[config.mk]
export PLATFORM = sky130hd
export DESIGN_NAME = decp_counter_pins
export DESIGN_NICKNAME = d
export VERILOG_FILES = /design/src/decp_counter_pins.v /design/src/decp_event_counter.v
export VERILOG_INCLUDE_DIRS = /design/src
export SDC_FILE = /design/constraint.sdc
export NUM_CORES = 1
export LEC_CHECK = 0
export BUFFER_PORTS_ARGS = -buffer_cell sky130_fd_sc_hd__buf_2
export CAP_MARGIN = 10
export CELL_PAD_IN_SITES_DETAIL_PLACEMENT = 1
export CELL_PAD_IN_SITES_GLOBAL_PLACEMENT = 2
export CORE_ASPECT_RATIO = 1.2
export CORE_MARGIN = 2
export CORE_UTILIZATION = 34
export CTS_CLUSTER_SIZE = 24
export DETAILED_ROUTE_END_ITERATION = 16
export PLACE_DENSITY_LB_ADDON = 0.1
export SKIP_LAST_GASP = 1
export SLEW_MARGIN = 20
export SYNTH_ARGS = -nofsm -noshare
export SYNTH_HDL_FRONTEND = slang
export SYNTH_HIERARCHICAL = 1
export SYNTH_SLANG_ARGS = --single-unit
[constraint.sdc]
create_clock -name ref_clk -period 4.6 [get_ports ref_clk]
set_input_delay 0.92 -clock ref_clk [delete_from_list [all_inputs] [get_ports ref_clk]]
set_output_delay 0.92 -clock ref_clk [all_outputs]
set_load 0.01 [all_outputs]
[src/decp_defines.vh]
// Purpose: Shared constants for the dual event counter block
// Assumes: Included by every design file of the block
// Notes:   Selector and timing values are named here once
`ifndef DECP_DEFINES_VH
`define DECP_DEFINES_VH

// --------------------------------------------------------------
// Widths
// --------------------------------------------------------------
`define DECP_CTL_W       32
`define DECP_CNT_W       40
`define DECP_DATA_W      64
`define DECP_NUM_EVENTS  64
`define DECP_CODE_W      6
`define DECP_MODE_W      3
`define DECP_INC_W       2
`define DECP_SEL_W       2
`define DECP_CPL_W       2

// --------------------------------------------------------------
// Control register fields
// --------------------------------------------------------------
`define DECP_CODE0_HI    5
`define DECP_CODE0_LO    0
`define DECP_MODE0_HI    8
`define DECP_MODE0_LO    6
`define DECP_PIN0_BIT    9
`define DECP_CODE1_HI    21
`define DECP_CODE1_LO    16
`define DECP_MODE1_HI    24
`define DECP_MODE1_LO    22
`define DECP_PIN1_BIT    25

// Mode field bits
`define DECP_MODE_CLK    2
`define DECP_MODE_USR    1
`define DECP_MODE_SYS    0

// --------------------------------------------------------------
// Register selectors on the model-register port
// --------------------------------------------------------------
`define DECP_SEL_CTRL    2'h0
`define DECP_SEL_CNT0    2'h1
`define DECP_SEL_CNT1    2'h2

// --------------------------------------------------------------
// Privilege levels and reset values
// --------------------------------------------------------------
`define DECP_CPL_KERNEL  2'h0
`define DECP_CPL_USER    2'h3
`define DECP_CTL_RESET   32'h00000000
`define DECP_CNT_RESET   40'h0000000000
`define DECP_DATA_ZERO   64'h0000000000000000
`define DECP_CTL_PAD     32'h00000000
`define DECP_CNT_PAD     24'h000000
`define DECP_INC_ZERO    2'h0

// --------------------------------------------------------------
// Pin timing: event cycle to pin, in clocks
// --------------------------------------------------------------
`define DECP_PIN_DELAY   5
`define DECP_PIPE_DEPTH  4

`endif

[src/decp_counter_pins.v]
// Purpose: Dual 40-bit event counters, control register and indicator pins
// Assumes: Model-register port requests are one-clock pulses on ref_clk
// Notes:   Registers are selected by index; only privilege level 0 may access
`timescale 1ns/1ns
`include "decp_defines.vh"

module decp_counter_pins (
    input  wire                          ref_clk,
    input  wire                          resetn,
    input  wire [`DECP_CPL_W-1:0]        currentPrivilegeLevel,
    input  wire                          modelRegisterRead,
    input  wire                          modelRegisterWrite,
    input  wire [`DECP_SEL_W-1:0]        modelRegisterSelect,
    input  wire [`DECP_DATA_W-1:0]       modelRegisterWriteData,
    input  wire [`DECP_NUM_EVENTS-1:0]   eventActive,
    input  wire [`DECP_NUM_EVENTS-1:0]   eventSecond,
    input  wire                          breakpointPinMode,
    input  wire [1:0]                    breakpointMatch,
    output reg  [`DECP_DATA_W-1:0]       modelRegisterReadData,
    output reg                           modelRegisterDone,
    output reg                           modelRegisterFault,
    output reg                           indicatorPinZero,
    output reg                           indicatorPinOne
);

    // --------------------------------------------------------------
    // Control register
    // --------------------------------------------------------------
    reg  [`DECP_CTL_W-1:0]  counterControlSelect;

    wire [`DECP_CODE_W-1:0] eventCodeZero;
    wire [`DECP_CODE_W-1:0] eventCodeOne;
    wire [`DECP_MODE_W-1:0] countModeZero;
    wire [`DECP_MODE_W-1:0] countModeOne;
    wire                    pinFunctionZero;
    wire                    pinFunctionOne;

    assign eventCodeZero   = counterControlSelect[`DECP_CODE0_HI:`DECP_CODE0_LO];
    assign eventCodeOne    = counterControlSelect[`DECP_CODE1_HI:`DECP_CODE1_LO];
    assign countModeZero   = counterControlSelect[`DECP_MODE0_HI:`DECP_MODE0_LO];
    assign countModeOne    = counterControlSelect[`DECP_MODE1_HI:`DECP_MODE1_LO];
    assign pinFunctionZero = counterControlSelect[`DECP_PIN0_BIT];
    assign pinFunctionOne  = counterControlSelect[`DECP_PIN1_BIT];

    // --------------------------------------------------------------
    // Access decode
    // --------------------------------------------------------------
    wire                    request;
    wire                    privileged;
    wire                    selectValid;
    wire                    accessOk;
    wire                    writeControl;
    wire                    writeZero;
    wire                    writeOne;

    assign request      = modelRegisterRead | modelRegisterWrite;
    assign privileged   = (currentPrivilegeLevel == `DECP_CPL_KERNEL);
    assign selectValid  = (modelRegisterSelect == `DECP_SEL_CTRL) |
                          (modelRegisterSelect == `DECP_SEL_CNT0) |
                          (modelRegisterSelect == `DECP_SEL_CNT1);
    assign accessOk     = privileged & selectValid;
    assign writeControl = modelRegisterWrite & accessOk &
                          (modelRegisterSelect == `DECP_SEL_CTRL);
    assign writeZero    = modelRegisterWrite & accessOk &
                          (modelRegisterSelect == `DECP_SEL_CNT0);
    assign writeOne     = modelRegisterWrite & accessOk &
                          (modelRegisterSelect == `DECP_SEL_CNT1);

    // --------------------------------------------------------------
    // Counters
    // --------------------------------------------------------------
    wire [`DECP_CNT_W-1:0]  eventCounterZero;
    wire [`DECP_CNT_W-1:0]  eventCounterOne;
    wire [1:0]              pinRaw;

    decp_event_counter counterZero (
        .ref_clk               (ref_clk),
        .resetn                (resetn),
        .countMode             (countModeZero),
        .eventCode             (eventCodeZero),
        .pinFunction           (pinFunctionZero),
        .currentPrivilegeLevel (currentPrivilegeLevel),
        .eventActive           (eventActive),
        .eventSecond           (eventSecond),
        .writeEnable           (writeZero),
        .writeValue            (modelRegisterWriteData[`DECP_CNT_W-1:0]),
        .count                 (eventCounterZero),
        .pinRaw                (pinRaw[0])
    );

    decp_event_counter counterOne (
        .ref_clk               (ref_clk),
        .resetn                (resetn),
        .countMode             (countModeOne),
        .eventCode             (eventCodeOne),
        .pinFunction           (pinFunctionOne),
        .currentPrivilegeLevel (currentPrivilegeLevel),
        .eventActive           (eventActive),
        .eventSecond           (eventSecond),
        .writeEnable           (writeOne),
        .writeValue            (modelRegisterWriteData[`DECP_CNT_W-1:0]),
        .count                 (eventCounterOne),
        .pinRaw                (pinRaw[1])
    );

    // --------------------------------------------------------------
    // Control register write and reset
    // --------------------------------------------------------------
    always @(posedge ref_clk or negedge resetn) begin
        if (!resetn) begin
            counterControlSelect <= `DECP_CTL_RESET;
        end else if (writeControl) begin
            counterControlSelect <= modelRegisterWriteData[`DECP_CTL_W-1:0];
        end
    end

    // --------------------------------------------------------------
    // Read mux and access answer
    // --------------------------------------------------------------
    reg  [`DECP_DATA_W-1:0] readValue;

    always @* begin
        readValue = `DECP_DATA_ZERO;
        case (modelRegisterSelect)
            `DECP_SEL_CTRL: begin
                readValue = {`DECP_CTL_PAD, counterControlSelect};
            end
            `DECP_SEL_CNT0: begin
                readValue = {`DECP_CNT_PAD, eventCounterZero};
            end
            `DECP_SEL_CNT1: begin
                readValue = {`DECP_CNT_PAD, eventCounterOne};
            end
            default: begin
                readValue = `DECP_DATA_ZERO;
            end
        endcase
    end

    always @(posedge ref_clk or negedge resetn) begin
        if (!resetn) begin
            modelRegisterReadData <= `DECP_DATA_ZERO;
            modelRegisterDone     <= 1'b0;
            modelRegisterFault    <= 1'b0;
        end else begin
            modelRegisterDone  <= request;
            modelRegisterFault <= request & ~accessOk;
            if (modelRegisterRead & accessOk) begin
                modelRegisterReadData <= readValue;
            end else if (request) begin
                modelRegisterReadData <= `DECP_DATA_ZERO;
            end
        end
    end

    // --------------------------------------------------------------
    // Pin latch and buffer stages
    // --------------------------------------------------------------
    reg  [`DECP_PIPE_DEPTH-1:0] pipeZero;
    reg  [`DECP_PIPE_DEPTH-1:0] pipeOne;
    reg  [1:0]                  breakpointHeld;

    always @(posedge ref_clk or negedge resetn) begin
        if (!resetn) begin
            pipeZero       <= {`DECP_PIPE_DEPTH{1'b0}};
            pipeOne        <= {`DECP_PIPE_DEPTH{1'b0}};
            breakpointHeld <= 2'h0;
        end else begin
            pipeZero       <= {pipeZero[`DECP_PIPE_DEPTH-2:0], pinRaw[0]};
            pipeOne        <= {pipeOne[`DECP_PIPE_DEPTH-2:0], pinRaw[1]};
            breakpointHeld <= breakpointMatch;
        end
    end

    // --------------------------------------------------------------
    // Pin drivers: counter signalling or breakpoint indication
    // --------------------------------------------------------------
    always @(posedge ref_clk or negedge resetn) begin
        if (!resetn) begin
            indicatorPinZero <= 1'b0;
            indicatorPinOne  <= 1'b0;
        end else if (breakpointPinMode) begin
            indicatorPinZero <= breakpointHeld[0];
            indicatorPinOne  <= breakpointHeld[1];
        end else begin
            indicatorPinZero <= pipeZero[`DECP_PIPE_DEPTH-2];
            indicatorPinOne  <= pipeOne[`DECP_PIPE_DEPTH-2];
        end
    end

endmodule

[src/decp_event_counter.v]
// Purpose: One 40-bit event or duration counter with pin source
// Assumes: Mode, code and pin function come from the control register
// Notes:   A register write wins over a count in the same clock
`timescale 1ns/1ns
`include "decp_defines.vh"

module decp_event_counter (
    input  wire                          ref_clk,
    input  wire                          resetn,
    input  wire [`DECP_MODE_W-1:0]       countMode,
    input  wire [`DECP_CODE_W-1:0]       eventCode,
    input  wire                          pinFunction,
    input  wire [`DECP_CPL_W-1:0]        currentPrivilegeLevel,
    input  wire [`DECP_NUM_EVENTS-1:0]   eventActive,
    input  wire [`DECP_NUM_EVENTS-1:0]   eventSecond,
    input  wire                          writeEnable,
    input  wire [`DECP_CNT_W-1:0]        writeValue,
    output reg  [`DECP_CNT_W-1:0]        count,
    output reg                           pinRaw
);

    // --------------------------------------------------------------
    // Enable and increment
    // --------------------------------------------------------------
    wire                  isUser;
    wire                  enabled;
    wire                  hit;
    wire                  hitTwice;
    reg  [`DECP_INC_W-1:0] inc;
    wire [`DECP_CNT_W:0]  sum;
    wire                  carry;

    assign isUser   = (currentPrivilegeLevel == `DECP_CPL_USER);
    // Codes 000 and 100 have neither privilege bit set
    assign enabled  = isUser ? countMode[`DECP_MODE_USR]
                             : countMode[`DECP_MODE_SYS];
    assign hit      = eventActive[eventCode];
    assign hitTwice = eventSecond[eventCode];

    always @* begin
        inc = `DECP_INC_ZERO;
        if (enabled) begin
            if (countMode[`DECP_MODE_CLK]) begin
                inc = {1'b0, hit};
            end else begin
                inc = {hit & hitTwice, hit & ~hitTwice};
            end
        end
    end

    assign sum   = {1'b0, count} + {{(`DECP_CNT_W-1){1'b0}}, inc};
    assign carry = sum[`DECP_CNT_W];

    // --------------------------------------------------------------
    // Count register and raw pin source
    // --------------------------------------------------------------
    always @(posedge ref_clk or negedge resetn) begin
        if (!resetn) begin
            count  <= `DECP_CNT_RESET;
            pinRaw <= 1'b0;
        end else begin
            if (writeEnable) begin
                count  <= writeValue;
                pinRaw <= 1'b0;
            end else begin
                count  <= sum[`DECP_CNT_W-1:0];
                if (pinFunction) begin
                    pinRaw <= carry;
                end else begin
                    pinRaw <= (inc != `DECP_INC_ZERO);
                end
            end
        end
    end

endmodule

---- Word-level counts from Yosys, hierarchy flattened ----
Cells that the tools add are included.
storage, ports and cells
  register bits ........................... 190
  input port bits ......................... 203
  logic and storage cells ................. 67
operators by class
  add/sub/neg operators ................... 2
  $lt $le $gt $ge ......................... 2
  eq/ne operators ......................... 3
  muxes and demuxes ....................... 25
  bitwise gates (word level) .............. 17
  reductions and logical operators ........ 5
operators with widths
  kind                                                                  count
  64-bit 2-to-1 mux                                                     2
  40-bit one-hot mux with 3 select lines                                1
  40-bit by 2-bit adder with 41-bit output                              2
  40-bit 2-to-1 mux                                                     2
  1-bit binary-select mux with 6-bit select                             4
  6-bit by 7-bit < comparator with 1-bit output, second input constant  2
  1-bit 2-to-1 mux                                                      12
  1-bit bitwise AND                                                     11
  2-bit 2-to-1 mux                                                      4
  2-bit nonzero test                                                    3
  2-bit == test, second input constant                                  2
  2-bit zero test                                                       2
  1-bit NOT                                                             3
  1-bit OR                                                              3
  2-bit by 1-bit == test with 1-bit output, second input constant       1

---- Logic depth before layout (Yosys ltp) ----
  depth in word-level cells ............... 9
  depth in mapped cells ................... 18
  depth with buffers taken out ............ 14

---- By module ----
The synthesis kept the hierarchy.
by module, submodules not included
  module                            times used  cells each  area an instance (µm²)
  decp_counter_pins                 1           331         3,983.8
  decp_event_counter (counterOne)   1           350         3,434.5
  decp_event_counter (counterZero)  1           341         3,372.0

---- Least setup slack after synthesis ----
OpenSTA, ideal clock, no wires.
  kind .................................... input -> register
  start point ............................. in eventSecond[53]
  end point ............................... reg counterZero.pinRaw
  arrival time ............................ 3.968 ns
  setup slack ............................. 0.537 ns
  cell stages on the path ................. 13
  cell sequence ........................... mux4_1 -> mux2_2 -> a2111oi_2 -> nor4_1 -> a21oi_2 -> nor2b_2 -> ha_1 -> fa_1 -> nand3_1 -> nor2_1 -> nand4_1 -> or4_1 -> o31ai_1
between the ends
  longest elaborated chain between the ends .. 9
  elaborated cells between the ends (all ways) .. 11
  those cells by class .................... 1 x add/sub; 6 x mux; 3 x bitwise; 1 x reduce/logical
ends and longest elaborated chain
  item                                                                            line                     RTL
  from (decl)                                                                     decp_counter_pins.v:16   input wire [`DECP_NUM_EVENTS-1:0] eventSecond,
  1-bit binary-select mux with 6-bit select *                                     decp_event_counter.v:38  assign hitTwice = eventSecond[eventCode];
  1-bit 2-to-1 mux (implied by the code) *                                        decp_event_counter.v:38
  1-bit NOT                                                                       decp_event_counter.v:46  inc = {hit & hitTwice, hit & ~hitTwice};
  1-bit bitwise AND                                                               decp_event_counter.v:46
  2-bit 2-to-1 mux *                                                              decp_event_counter.v:43  if (countMode[`DECP_MODE_CLK]) begin
  2-bit 2-to-1 mux *                                                              decp_event_counter.v:42  if (enabled) begin
  40-bit by 2-bit adder with 41-bit output or 2-bit nonzero test (tied branches)  n/a
  1-bit 2-to-1 mux *                                                              decp_event_counter.v:67  if (pinFunction) begin
  1-bit 2-to-1 mux *                                                              decp_event_counter.v:62  if (writeEnable) begin
  to (signal assigned)                                                            decp_event_counter.v:68  pinRaw <= carry;
  to (signal assigned)                                                            decp_event_counter.v:70  pinRaw <= (inc != `DECP_INC_ZERO);
  to (decl)                                                                       decp_event_counter.v:19  output reg pinRaw
Mark *: on every way between the ends. The rest lies on a longest branch, timed or not. The select of a mux whose other input is x is not followed.
A chain may end at the register's enable or synchronous reset.

---- Final worst setup path ----
  start point ............................. reg counterControlSelect[18]
  end point ............................... reg counterOne.count[38]
between the ends
  longest elaborated chain between the ends .. 8
  elaborated cells between the ends (all ways) .. 11
  those cells by class .................... 1 x add/sub; 7 x mux; 3 x bitwise
ends and longest elaborated chain
  item                                        line                     RTL
  from (decl)                                 decp_counter_pins.v:29   reg [`DECP_CTL_W-1:0] counterControlSelect;
  from (signal assigned)                      decp_counter_pins.v:111  counterControlSelect <= `DECP_CTL_RESET;
  from (signal assigned)                      decp_counter_pins.v:113  counterControlSelect <= modelRegisterWriteData[`DECP_CTL_W-1:0];
  1-bit binary-select mux with 6-bit select   decp_event_counter.v:38
  1-bit 2-to-1 mux (implied by the code)      decp_event_counter.v:38
  1-bit NOT                                   decp_event_counter.v:46
  1-bit bitwise AND                           decp_event_counter.v:46
  2-bit 2-to-1 mux *                          decp_event_counter.v:43
  2-bit 2-to-1 mux *                          decp_event_counter.v:42
  40-bit by 2-bit adder with 41-bit output *  decp_event_counter.v:51  assign sum = {1'b0, count} + {{(`DECP_CNT_W-1){1'b0}}, inc};
  40-bit 2-to-1 mux *                         decp_event_counter.v:62
  to (signal assigned)                        decp_event_counter.v:59  count <= `DECP_CNT_RESET;
  to (signal assigned)                        decp_event_counter.v:63  count <= writeValue;
  to (signal assigned)                        decp_event_counter.v:66  count <= sum[`DECP_CNT_W-1:0];
  to (decl)                                   decp_event_counter.v:18  output reg [`DECP_CNT_W-1:0] count,
Marked as above.

==> impl_summary.md <==
Synthesis
For this run, asynchronously set or reset flops after synthesis account for 100%. Sorting the synthesized cells by area gives the leading types as dfrtp_1, mux4_2, mux2i_1. The cell type with the largest total area after synthesis is dfrtp_1. Sequential cells were found to cover between 30% and 40% of the synthesized design area. The number of different library cells in the post-synthesis netlist is 61. The synthesized design contains ~170 register bits. Summed over its instances, the top area cell type makes up between 30% and 40% of the synthesized netlist area. The number of warning messages in the yosys log is 6. After synthesis, the mean cell area works out to ~11 um^2. The top flip-flop cell by instance count after synthesis is dfrtp_1. Counting every instance in the synthesized netlist gives approximately 1000. The total standard cell area after synthesis is 0.0108 mm^2.

Counting flops with a built-in enable in the synthesized netlist gives 0.

STA
After routing, the total negative slack on setup checks comes to 0 ps. The actual transition at the worst max-transition pin is around 830 ps. The count of endpoints failing hold in the final timing report is 0. Clock skew on the completed layout was measured at between 9 and 10 ps.

Setup repair after global routing left no endpoint under its margin. Dividing the final minimum period by the clock period gives around nine tenths. The final count of negative-setup-slack endpoints is 0. Measured against its own limit, the worst slew margin works out to approximately 45%.

The routed design could run at a clock period as short as roughly 4200 ps. The total count of max-transition violations in the final report is 0. The highest clock frequency the design can meet is ~240 MHz.

GRT
The via count of the first global-routing pass is around 9400. The number of antenna violations at the first check in global routing is 3. The total track usage is approximately a fifth. The maximum number of pins on one net before global-route repair is 80. The total congestion overflow after global routing is 0. The first-pass GRT wire length is between 50 and 60 mm.

Cells and area
The share of layout cells above drive strength 1 is between 30 and 40%. After routing the design area is 0.0130 mm^2. The multi-input combinational cells in the finished layout cover a total of 0.00615 mm^2.

After filler insertion, the fill cell instance count of the layout stands at about 3600. The sequential cell area in the final layout is about 0.0042 mm^2. Compared with the post-synthesis result, the final layout area differs by 20.4%. The number of nets in the final layout is approximately 1400.

Routing
The wire length per cell after detailed routing is 20.7 um. In the routed design, unresolved DRC markers number 0. The count of nets left with antenna violations once routing finished came out at 0. For this block, the routed nets add up to between 30 and 40 mm of wire. The via density per instance is roughly 5.3.

For this block, the initial DRC count from the detailed router was ~380. The length of the first detailed-routing pass in iterations is 4. The final route contains roughly 8700 vias.

Power and ir drop
The total internal power is ~0.0036 W. IR analysis of the VDD net gives a maximum drop of 0.281 mV. The fraction of power consumed by sequential logic is 40.4%.

The total power density per cell area is ~410 mW/mm^2. The leakage power figure is roughly 5.7 nW. The analysis attributes to net switching a power of 0.00170 W.

Net switching is between 30% and 40% of the power. The fraction of power consumed by combinational cells is roughly 30%. The share of power burned in the clock network is roughly 30%.

Worst setup path
STA classifies the critical path endpoint as a flop. In this run the critical register-to-register path is captured at counterOne/count[38]. The data required time at the worst endpoint is approximately 5000 ps. The critical path class is flop to flop. The first element of the critical path is counterControlSelect[18].

Walking the worst path, the cells encountered are nand2_1 > nor3_1 > a2111oi_0 > a2111oi_0 > a21oi_1 > nor2b_1 > ha_1 > fa_1 > and2_1 > and2_1 > nand4_1 > buf_4 > nor3_1 > xnor2_1 > o21ai_0. The worst-case register-to-register setup slack is about 400 ps. Data arrives at the worst endpoint at 4480 ps. The largest stage delay on the critical path is slightly below 900 ps. The depth of the most critical reg-to-reg path is 15.

The cell type of the slowest stage on the worst timing path is dfrtp_1. The launching point of the worst reg2reg path is counterControlSelect[18]. Of all nets on the critical path, the largest fanout is 17. The type of element launching the critical path is a flop.

Clock tree
The register clock-pin slew on the reported worst setup and hold paths is about 60 ps. The H-tree depth reported by CTS is 4. The CTS tree is built. The buffer levels on the longest clock path is 2. The tree is rooted in a clkbuf_16. The clock reaches the later pin of the worst-skew pair after around 430 ps. After clock tree synthesis, the setup repair step added 0 buffers. The number of buffers created by CTS is 17. CTS saw 166 sinks.

Run status
The run finished with clean final reports.

Floorplan
~270 I/O pins were placed. Row generation in the floorplan step produced between 70 and 80 rows. The core area is ~0.031 mm^2.

The x dimension of the die is 167 um. The floorplan step set the die height to 199 um. The full die area is ~0.033 mm^2.

The initial core utilization is roughly a third.

Placed design
The placed cell area is about 0.012 mm^2. Detailed placement finished with a half-perimeter wire length of around 26 mm. The final RePlAce weighted congestion is 0.779.

The number of buffers added on ports is ~220.

Min path
The type of the tightest min-delay check is flop to flop. Along the worst hold path, the cell count comes to 0. The terminating pin of the worst hold path is pipeOne[2]. The launch instance of the worst min-delay path is pipeOne[1].

Run
Across the run, the number of max-cap violations was 0.
## cells in the final DEF (no fill, tap or decap), types with 17 or more instances in the layout
master,instances
mux2_2,19
buf_4,33
clkbuf_16,17
a2bb2oi_1,32
nand2_1,154
buf_2,221
dfrtp_1,164
conb_1,24
nor2_1,34
xor2_1,37
nand4_1,19
nand3_1,34
mux4_2,46
mux2_4,30
mux2i_1,58
xnor2_1,39
o21ai_0,110
## stage by stage
step	std cells	util (%)	power, W	hold slack, ps	setup WS [ps]
floorplan	1045	-	0.00319	331	537
global placement	1613	39.4	0.00371	339	168
detailed placement	1613	39.4	0.00374	337	156
CTS	1645	41.5	0.00538	352	335
global route	1645	41.5	0.00562	359	10.1
finish	1647	41.6	0.00530	352	408
## power groups by stage
stage	logic (W)	clock network (W)	registers [W]
2_1_floorplan	0.00120	0	0.00200
3_3_place_gp	0.00155	0	0.00216
3_5_place_dp	0.00158	0	0.00217
4_1_cts	0.00159	0.00164	0.00214
5_1_grt	0.00172	0.00170	0.00220
6_report	0.00156	0.00160	0.00214
## sequential cells by signal, indices dropped and copies added (netlist names)
name,count
counterZero/pinRaw,1
modelRegisterDone,1
counterOne/pinRaw,1
modelRegisterFault,1
pipeOne,3
indicatorPinOne,1
indicatorPinZero,1
counterZero/count,40
counterControlSelect,32
breakpointHeld,2
pipeZero,3
modelRegisterReadData,40
counterOne/count,40
## worst max-delay path, delay by kind of cell, from the launching register on
family	cells	cell delay, ps
buffers and inverters	1	160
DFF	1	880
xor gates and xnor gates	1	170
AOI/OAI and AO/OA	4	970
adders and majority gates	2	670
and+or+nand+nor	7	1180
## how the worst max path moves through the flow
stage | depth (start not counted) | slack [ps] | end
3_3_place_gp | 14 | 170 | counterZero/count[39]
3_5_place_dp | 15 | 160 | counterOne/count[38]
4_1_cts | 13 | 330 | counterZero/pinRaw
5_1_grt | 15 | 10 | counterOne/count[38]
2_1_floorplan | 13 | 540 | counterZero/pinRaw
6_report | 15 | 410 | counterOne/count[38]
## final cells by class
class / instances / share of cell area [%]
Multi-Input combinational cell: 775 / 47.3
Clock inverter: 12 / 1.54
Sequential cell: 166 / 32.0
Tap cell: 401 / 3.86
Antenna cell: 2 / 0.0385
Clock buffer: 20 / 3.51
Inverter: 10 / 0.289
Timing Repair Buffer: 261 / 11.4
## repair_timing
action	CTS	global route
endpoints found under the setup margin	0	1
hold endpoints to repair	0	0
gates resized for setup	0	1
hold buffers	0	0
## cell usage after synthesis, drive strengths merged, types with 2 or more instances
master / n
mux2i: 58
nand4: 20
mux2: 49
a2bb2oi: 32
a211oi: 4
a221oi: 3
a21oi: 6
fa: 2
and2: 6
buf: 55
nor3: 17
nand3: 34
nor4: 4
nand2b: 3
or2: 2
nor2: 35
a2111oi: 5
inv: 10
nor3b: 2
xnor2: 39
and4: 8
ha: 4
xor2: 37
and3: 11
mux4: 58
nor2b: 13
nand2: 154
o21ai: 117
o22ai: 4
clkbuf: 39
a22oi: 10
o31ai: 2
nand3b: 3
dfrtp: 166
## routing by layer
| layer | global-route usage [%] | vias up | routed length [um] |
|---|---|---|---|
| met2 | 36.6 | 229 | 16900 |
| li1 | - | 4106 | - |
| met4 | 5.01 | 2 | 393 |
| met3 | 4.04 | 22 | 1730 |
| met5 | 0 | - | 7 |
| met1 | 26.6 | 4325 | 15000 |
## cells by family after synthesis
| kind of cell | synth area share (%) |
|---|---|
| xor gates and xnor gates | 6.17 |
| other | 0.0348 |
| adders and majority gates | 0.835 |
| AOI/OAI and AO/OA | 11.1 |
| buffers and inverters | 5.48 |
| DFF | 38.5 |
| muxes | 24.1 |
| and+or+nand+nor | 13.8 |
(Power assumes the default switching activity.)
